### config.mk
export PLATFORM = sky130hd
export DESIGN_NAME = ertp_timer
export DESIGN_NICKNAME = d
export VERILOG_FILES = /design/src/shared/ertp_pkg.sv /design/src/rtl/ertp_timer.sv
export SDC_FILE = /design/constraint.sdc
export NUM_CORES = 1
export LEC_CHECK = 0
export ABC_AREA = 1
export BUFFER_PORTS_ARGS = -buffer_cell sky130_fd_sc_hd__buf_4
export CAP_MARGIN = 20
export CELL_PAD_IN_SITES_DETAIL_PLACEMENT = 1
export CELL_PAD_IN_SITES_GLOBAL_PLACEMENT = 2
export CORE_ASPECT_RATIO = 0.8
export CORE_MARGIN = 1.5
export CORE_UTILIZATION = 29
export CTS_CLUSTER_SIZE = 24
export DETAILED_ROUTE_END_ITERATION = 16
export GPL_TIMING_DRIVEN = 0
export HOLD_SLACK_MARGIN = 0.02
export PLACE_DENSITY_LB_ADDON = 0.1
export SLEW_MARGIN = 25
export SYNTH_ARGS = -nofsm -noshare
export SYNTH_HDL_FRONTEND = slang
export SYNTH_SLANG_ARGS = --single-unit
### constraint.sdc
create_clock -name clk -period 1.88 [get_ports clk]
set_clock_uncertainty 0.05 [all_clocks]
set_input_delay 0.376 -clock clk [delete_from_list [all_inputs] [get_ports clk]]
set_output_delay 0.376 -clock clk [all_outputs]
set_load 0.02 [all_outputs]
### src/shared/ertp_pkg.sv
package ertp_pkg;
  // register indices; byte address is four times the index
  localparam logic [9:0] IDX_MODE   = 10'h0a4;
  localparam logic [9:0] IDX_COUNT  = 10'h0a5;
  localparam logic [9:0] IDX_RELOAD = 10'h0a6;
  localparam logic [9:0] IDX_DUTY   = 10'h0a7;
  localparam logic [9:0] IDX_CTRL   = 10'h0a8;
  localparam int         ADDR_W     = 12;

  // mode register layout
  localparam int MODE_EN_BIT   = 7;
  localparam int MODE_RATE_LSB = 4;
  localparam int MODE_PO_BIT   = 1;
  localparam int MODE_PWM_BIT  = 0;

  // control/status register layout
  localparam int CTRL_FLAG_BIT = 0;
  localparam int CTRL_IEN_BIT  = 1;
  localparam int CTRL_CLK_BIT  = 2;

  // reset values and limits
  localparam logic [7:0] MODE_RST  = 8'h00;
  localparam logic [7:0] COUNT_RST = 8'h00;
  localparam logic [7:0] RELOAD_RST = 8'h00;
  localparam logic [7:0] DUTY_RST  = 8'h00;
  localparam logic [6:0] PRE_RST   = 7'h00;
  localparam logic [7:0] FULL_SCALE = 8'hff;
  localparam logic [2:0] RATE_MAX  = 3'h7;

  typedef enum logic [2:0] {
    ERTP_SEL_NONE,
    ERTP_SEL_MODE,
    ERTP_SEL_COUNT,
    ERTP_SEL_RELOAD,
    ERTP_SEL_DUTY,
    ERTP_SEL_CTRL
  } ertp_sel_t;

  typedef struct packed {
    logic       timerEnable;
    logic [2:0] prescaleSelect;
    logic [1:0] unused;
    logic       onePulseEnable;
    logic       pwmOutputEnable;
  } ertp_mode_t;

  typedef struct packed {
    logic       psel;
    logic       penable;
    logic       pwrite;
    logic [11:0] paddr;
    logic [31:0] pwdata;
  } ertp_apb_req_t;
endpackage : ertp_pkg

### src/rtl/ertp_timer.sv
`timescale 1ns/1ps
// Overview of operation
// - counting happens only while the timer enable bit is one.
// - eight-bit counter steps once per prescaled timer clock tick.
// - overflow is the counter stepping past 0xFF on a tick.
// - overflow sets the overflow flag; it stays set until software clears it.
// - every overflow while enabled reloads the counter from the reload holding buffer.
// - reload writes go to a holding buffer, moved to active at overflow.
// - flag with interrupt enable raises the interrupt; software clears the flag.
// - clock mode select zero picks high oscillator, one picks low oscillator.
// - rate field 000 divides by 128, halving per step to 111 dividing by 1.
// - pwm output enable zero leaves pins GPIO; one drives pwm onto them while the timer is enabled.
// - mode bit 1 selects one-pulse output; clear gives timer or continuous pwm.
// - reload sets the pwm period, duty register sets the high time.
// - pwm output drops low when the counter equals the duty value.
// - pwm cycle starts high at enable if duty is above the count, at overflow if duty is above reload.
// - one-pulse mode clears pwm output enable at the first overflow after enable.
module ertp_timer (
  // clock and reset
  input  wire logic        clk,
  input  wire logic        srst,
  // apb slave
  input  wire logic        psel,
  input  wire logic        penable,
  input  wire logic        pwrite,
  input  wire logic [11:0] paddr,
  input  wire logic [31:0] pwdata,
  output logic      [31:0] prdata,
  output logic             pready,
  output logic             pslverr,
  // oscillator inputs, asynchronous
  input  wire logic        hoscIn,
  input  wire logic        loscIn,
  // pwm and interrupt
  output logic             pwmLevel,
  output logic             pwmPinActive,
  output logic             irqReq
);

  function automatic ertp_pkg::ertp_sel_t regSel(input logic [11:0] a);
    ertp_pkg::ertp_sel_t s;
    s = ertp_pkg::ERTP_SEL_NONE;
    if (a[1:0] == 2'b00) begin
      unique case (a[11:2])
        ertp_pkg::IDX_MODE:   s = ertp_pkg::ERTP_SEL_MODE;
        ertp_pkg::IDX_COUNT:  s = ertp_pkg::ERTP_SEL_COUNT;
        ertp_pkg::IDX_RELOAD: s = ertp_pkg::ERTP_SEL_RELOAD;
        ertp_pkg::IDX_DUTY:   s = ertp_pkg::ERTP_SEL_DUTY;
        ertp_pkg::IDX_CTRL:   s = ertp_pkg::ERTP_SEL_CTRL;
        default:              s = ertp_pkg::ERTP_SEL_NONE;
      endcase
    end
    return s;
  endfunction : regSel

  ertp_pkg::ertp_apb_req_t req;
  ertp_pkg::ertp_sel_t     sel;
  ertp_pkg::ertp_mode_t    mode_r;
  logic       pready_r;
  logic [31:0] prdata_r;
  logic       pslverr_r;
  logic       access;
  logic       wrEn;
  logic [7:0] wByte;
  logic [7:0] count_r;
  logic [7:0] reloadHold_r;
  logic [7:0] reloadAct_r;
  logic [7:0] duty_r;
  logic       flag_r;
  logic       ien_r;
  logic       clkSel_r;
  logic       enPrev_r;
  logic       enRise;
  logic [1:0] hSync_r;
  logic [1:0] lSync_r;
  logic       hLast_r;
  logic       lLast_r;
  logic       srcTick;
  logic [6:0] pre_r;
  logic [6:0] preMask;
  logic       tick;
  logic       overflow;
  logic       pwmHigh_r;
  logic       pwmLevel_r;
  logic       pwmPinActive_r;
  logic       irqReq_r;

  assign req    = '{psel: psel, penable: penable, pwrite: pwrite, paddr: paddr, pwdata: pwdata};
  assign sel    = regSel(req.paddr);
  assign access = req.psel & req.penable & pready_r;
  assign wrEn   = access & req.pwrite;
  assign wByte  = req.pwdata[7:0];

  // apb handshake: one wait state in the access phase
  always_ff @(posedge clk) begin
    if (srst) begin
      pready_r <= 1'b0;
    end else begin
      pready_r <= req.psel & req.penable & ~pready_r;
    end
  end

  always_ff @(posedge clk) begin
    if (srst) begin
      prdata_r  <= 32'h0000_0000;
      pslverr_r <= 1'b0;
    end else begin
      prdata_r  <= 32'h0000_0000;
      pslverr_r <= 1'b0;
      if (req.psel & req.penable & ~pready_r) begin
        pslverr_r <= (sel == ertp_pkg::ERTP_SEL_NONE);
        if (!req.pwrite) begin
          unique case (sel)
            ertp_pkg::ERTP_SEL_MODE:   prdata_r[7:0] <= {mode_r[7:4], 2'b00, mode_r[1:0]};
            ertp_pkg::ERTP_SEL_COUNT:  prdata_r[7:0] <= count_r;
            ertp_pkg::ERTP_SEL_DUTY:   prdata_r[7:0] <= duty_r;
            ertp_pkg::ERTP_SEL_CTRL:   prdata_r[2:0] <= {clkSel_r, ien_r, flag_r};
            ertp_pkg::ERTP_SEL_RELOAD: prdata_r[7:0] <= 8'h00;
            ertp_pkg::ERTP_SEL_NONE:   prdata_r[7:0] <= 8'h00;
          endcase
        end
      end
    end
  end

  // oscillator synchronisers and edge detect
  always_ff @(posedge clk) begin
    if (srst) begin
      hSync_r <= 2'b00;
      lSync_r <= 2'b00;
      hLast_r <= 1'b0;
      lLast_r <= 1'b0;
    end else begin
      hSync_r <= {hSync_r[0], hoscIn};
      lSync_r <= {lSync_r[0], loscIn};
      hLast_r <= hSync_r[1];
      lLast_r <= lSync_r[1];
    end
  end

  assign srcTick = clkSel_r ? (lSync_r[1] & ~lLast_r) : (hSync_r[1] & ~hLast_r);

  // prescaler
  assign enRise  = mode_r.timerEnable & ~enPrev_r;
  assign preMask = 7'(7'h7f >> mode_r.prescaleSelect);
  assign tick    = mode_r.timerEnable & srcTick & ((pre_r & preMask) == preMask);
  assign overflow = tick & (count_r == ertp_pkg::FULL_SCALE);

  always_ff @(posedge clk) begin
    if (srst) begin
      enPrev_r <= 1'b0;
      pre_r    <= ertp_pkg::PRE_RST;
    end else begin
      enPrev_r <= mode_r.timerEnable;
      if (enRise || !mode_r.timerEnable) begin
        pre_r <= ertp_pkg::PRE_RST;
      end else if (srcTick) begin
        pre_r <= pre_r + 7'h01;
      end
    end
  end

  // mode register
  always_ff @(posedge clk) begin
    if (srst) begin
      mode_r <= ertp_pkg::MODE_RST;
    end else begin
      if (wrEn && sel == ertp_pkg::ERTP_SEL_MODE) begin
        mode_r <= {wByte[7:4], 2'b00, wByte[1:0]};
      end
      if (overflow && mode_r.onePulseEnable && mode_r.pwmOutputEnable) begin
        mode_r.pwmOutputEnable <= 1'b0;
      end
    end
  end

  // counter and reload buffers
  always_ff @(posedge clk) begin
    if (srst) begin
      count_r <= ertp_pkg::COUNT_RST;
    end else if (overflow) begin
      count_r <= reloadHold_r;
    end else if (wrEn && sel == ertp_pkg::ERTP_SEL_COUNT) begin
      count_r <= wByte;
    end else if (tick) begin
      count_r <= count_r + 8'h01;
    end
  end

  always_ff @(posedge clk) begin
    if (srst) begin
      reloadHold_r <= ertp_pkg::RELOAD_RST;
      reloadAct_r  <= ertp_pkg::RELOAD_RST;
    end else begin
      if (wrEn && sel == ertp_pkg::ERTP_SEL_RELOAD) begin
        reloadHold_r <= wByte;
      end
      if (overflow) begin
        reloadAct_r <= reloadHold_r;
      end
    end
  end

  always_ff @(posedge clk) begin
    if (srst) begin
      duty_r <= ertp_pkg::DUTY_RST;
    end else if (wrEn && sel == ertp_pkg::ERTP_SEL_DUTY) begin
      duty_r <= wByte;
    end
  end

  // flag, interrupt enable, clock select
  always_ff @(posedge clk) begin
    if (srst) begin
      flag_r   <= 1'b0;
      ien_r    <= 1'b0;
      clkSel_r <= 1'b0;
    end else begin
      if (wrEn && sel == ertp_pkg::ERTP_SEL_CTRL) begin
        flag_r   <= wByte[ertp_pkg::CTRL_FLAG_BIT] & flag_r;
        ien_r    <= wByte[ertp_pkg::CTRL_IEN_BIT];
        clkSel_r <= wByte[ertp_pkg::CTRL_CLK_BIT];
      end
      if (overflow) begin
        flag_r <= 1'b1;
      end
    end
  end

  // pwm generator
  always_ff @(posedge clk) begin
    if (srst) begin
      pwmHigh_r <= 1'b0;
    end else if (!mode_r.timerEnable) begin
      pwmHigh_r <= 1'b0;
    end else if (enRise) begin
      pwmHigh_r <= (duty_r > count_r);
    end else if (overflow) begin
      pwmHigh_r <= (duty_r > reloadHold_r);
    end else if (count_r == duty_r) begin
      pwmHigh_r <= 1'b0;
    end
  end

  // registered outputs
  always_ff @(posedge clk) begin
    if (srst) begin
      pwmLevel_r     <= 1'b0;
      pwmPinActive_r <= 1'b0;
      irqReq_r       <= 1'b0;
    end else begin
      pwmPinActive_r <= mode_r.timerEnable & mode_r.pwmOutputEnable;
      pwmLevel_r     <= pwmHigh_r & mode_r.timerEnable & mode_r.pwmOutputEnable;
      irqReq_r       <= flag_r & ien_r;
    end
  end

  assign prdata       = prdata_r;
  assign pready       = pready_r;
  assign pslverr      = pslverr_r;
  assign pwmLevel     = pwmLevel_r;
  assign pwmPinActive = pwmPinActive_r;
  assign irqReq       = irqReq_r;

endmodule : ertp_timer

==> impl_metrics.py <==
metrics = {
    "outcome": {
        "status": "finished clean",
    },
    "hold_path": {
        "whs_path_depth": 3,
        "worstHoldStart": "loscIn",
        "hp-class": "primary input to register",
        "whs_endpoint": "lSync_r[0]$_SDFF_PP0_",
    },
    "logic_synthesis": {
        "syn-cell-area_um2": 3580,
        "synth.distinct_cells": 32,
        "yosys.area_share.simple_pct": 28.4,
        "synthXorXnorAreaFrac_pct": 1.22,
        "yosysTopAreaCell": "dfxtp_1",
        "synth_compound_area_share_pct": 15.5,
        "synth_area_per_cell_um2": 7.21,
        "synth_top_family_by_area": "simple AND/OR/NAND/NOR gates",
        "ys_warn_count": 0,
        "synthMuxAreaShare_pct": 0,
        "synthAdderAreaFrac_pct": 6.28,
        "synth_seq_cells": 61,
        "yosysTopAreaCellShare_pct": 34.1,
        "syn_inst": 497,
        "yosysSeqAreaShare_pct": 34.1,
        "synth_area_leaders": "dfxtp_1, nand2_1, inv_1",
    },
    "floorplanning": {
        "fp.dieArea_um2": 13000,
        "rows": 36,
        "die_y_um": 102,
        "coreArea_um2": 12100,
        "dieWidth_um": 127,
        "io_pins": 88,
        "initial_core_util_pct": 29.6,
    },
    "routing": {
        "drt-wirelength-per-cell_um": 14.2,
        "dr_total_vias": 3248,
        "wl_mm": 10.4,
        "via_per_inst": 4.44,
        "drt-pass1-iter-count": 4,
        "drc_errors": 0,
        "initialDrtViolationCount": 138,
        "ant_nets": 0,
    },
    "placed_design": {
        "dp_hpwl_mm": 8.30,
        "finalWeightedCongestion": 0.784,
        "pre_cts_slack_ns": -0.181,
        "io_buffers": 38,
    },
    "pwr": {
        "leakage_nw": 2.10,
        "p_per_area_nw_per_um2": 724,
        "vdd_drop_max_uv": 424,
    },
    "global_route": {
        "grt_pass1_vias": 3203,
        "grt_max_degree": 12,
        "antenna_found_initial": 0,
        "overflow": 0,
        "grt_pass1_wl_mm": 16.7,
        "track_usage_pct": 17.1,
    },
    "cells_and_area": {
        "n_antenna_cell": 0,
        "seqCellArea_um2": 1230,
        "drive_above_1_share_pct": 24.1,
        "layout_commonest_cell": "nand2_1",
        "final_cell_mix": "nand2_1, inv_1, buf_4, nor2_1, dfxtp_1",
        "syn_to_final_growth_pct": 26.7,
        "multi_input_area_um2": 1950,
        "nets": 644,
        "fill_cells": 1507,
    },
    "timing": {
        "finalCritPeriodShare_pct": 94.1,
        "grt_setup_unrepaired": "yes",
        "finalHoldViolCount": 0,
        "max_slew_margin_pct": 53.8,
        "setup_viol": 0,
        "worstMarginPinSlew_ns": 0.693,
        "fin_tns_setup_ns": 0,
        "drv_slew": 0,
        "postLayoutSetupSlackWorst_ns": 0.110,
        "period_needed_ns": 1.77,
        "fmax_mhz": 565,
    },
    "worst_setup_path": {
        "timing.reg2reg.setup_slack_ns": 0.11,
        "cp-start-kind": "register",
        "endpoint_kind": "register",
        "cp_max_fo": 7,
        "required_ns": 2.06,
        "crit_type": "register to register",
        "cp.arrival_ns": 1.95,
        "worstReg2RegStart": "count_r[0]$_SDFFE_PP0P_",
        "r2r_end": "pwmHigh_r$_SDFFE_PP0P_",
        "rr_worst_depth": 10,
    },
    "flow_run": {
        "drv_cap": 0,
    },
    "cts": {
        "cts_made_buffers": 9,
        "cts_tree": "done",
        "clock_latency_ns": 0.34,
        "path_clk_slew_ns": 0.06,
        "cts_hold_buf": 0,
        "clockRootBuffer": "clkbuf_16",
        "cts_sinks": 61,
        "clock_path_buffers": 2,
        "ctsHtreeMaxLevel": 3,
    },
}
## stage by stage
| step | utilization [%] | power (W) | instance area [um^2] | instances | hold WS [ns] |
|---|---|---|---|---|---|
| finish | 37.5 | 0.00329 | 4540 | 732 | 0.199 |
| global route | 37.5 | 0.00343 | 4540 | 732 | 0.195 |
| CTS | 37.0 | 0.00333 | 4480 | 728 | 0.194 |
| detailed placement | 34.2 | 0.00155 | 4150 | 710 | 0.345 |
| global placement | 34.2 | 0.00154 | 4150 | 710 | 0.341 |
| floorplan | - | 0.00147 | 3670 | 520 | 0.338 |
## power by group
group | total, W | switching, W | leakage [nW] | internal (W)
sequential | 0.00130 | 0.00000240 | 0.494 | 0.00130
clock | 0.00177 | 0.000618 | 0.151 | 0.00115
combinational | 0.000218 | 0.000131 | 1.46 | 0.0000870
total | 0.00329 | 0.000751 | 2.10 | 0.00254
## cells in the mapped netlist
master and n:
buf_2 3, buf_4 24, nor3b_1 1, nor2_8 4
clkinv_1 1, nor2_1 67, a21oi_1 46, nor2_4 1
xor2_1 5, o211ai_1 3, ha_1 18, nand2_4 6
clkbuf_1 5, a211oi_1 1, nand3_2 4, nor3_1 3
inv_2 5, nand3_1 23, nand4_2 1, dfxtp_1 61
nand3b_1 1, a211oi_2 8, o21ai_0 29, nand3_4 1
conb_1 1, buf_6 2, nand4_1 3, o21ai_1 10
inv_1 69, nor2_2 7, nand2_2 5, nand2_1 79
## cells by family after synthesis
kind of cell / after synthesis
compound gates: 97
xor+xnor: 5
flops: 61
simple gates: 206
buf+inv: 109
other cells: 1
fa+ha+maj: 18
## routing by layer
metal	vias up	wire, um	GRT usage, %
li1	1701	-	-
met1	1472	5380	24.0
met2	68	4370	26.1
met3	7	547	4.66
met4	0	95	4.20
met5	-	0	0
## cell type report
| class | count | area share, % |
|---|---|---|
| inverters | 75 | 6.20 |
| flip-flops and latches | 61 | 27.0 |
| well taps | 152 | 4.19 |
| repair buffers | 44 | 7.27 |
| clock inverters | 7 | 1.98 |
| clock buffers | 9 | 4.96 |
| plain buffers | 34 | 5.34 |
| multi-input cells | 350 | 43.0 |
## registers in the layout, summed over array words and instances, names as in the netlist, 2 cells and up
register      flops
hSync_r           2
reloadHold_r      8
duty_r            8
lSync_r           2
prdata            8
count_r           8
pre_r             7
mode_r            6
## critical path, stage by stage, from the launching register on
cell and delay, ns:
dfxtp_4 0.35, ha_1 0.17, nand2_1 0.08, inv_2 0.08
nand4_1 0.11, nor2_1 0.15, nand3_2 0.20, inv_2 0.20
nand2_1 0.12, nand2_1 0.09, a21oi_2 0.05
## worst max path at each step
stage / from / endpoint / slack (ns) / depth (start not counted)
after floorplan: paddr[9] / duty_r[6]$_SDFFE_PP0P_ / 0.23 / 10
after global placement: paddr[9] / prdata[3]$_SDFF_PP0_ / -0.17 / 13
after detailed placement: paddr[9] / prdata[3]$_SDFF_PP0_ / -0.18 / 13
after CTS: count_r[0]$_SDFFE_PP0P_ / pwmHigh_r$_SDFFE_PP0P_ / 0.008 / 10
after global routing: count_r[0]$_SDFFE_PP0P_ / pwmHigh_r$_SDFFE_PP0P_ / -0.007 / 10
final: count_r[0]$_SDFFE_PP0P_ / pwmHigh_r$_SDFFE_PP0P_ / 0.11 / 10
## repair_timing
item                                    in CTS  in global routing
cloned                                       1                  0
pin swaps                                    1                  1
gates resized for setup                      5                  9
setup buffers                                1                  4
hold endpoints to repair                     0                  0
endpoints found under the setup margin      10                 11
(Power assumes the default switching activity.)
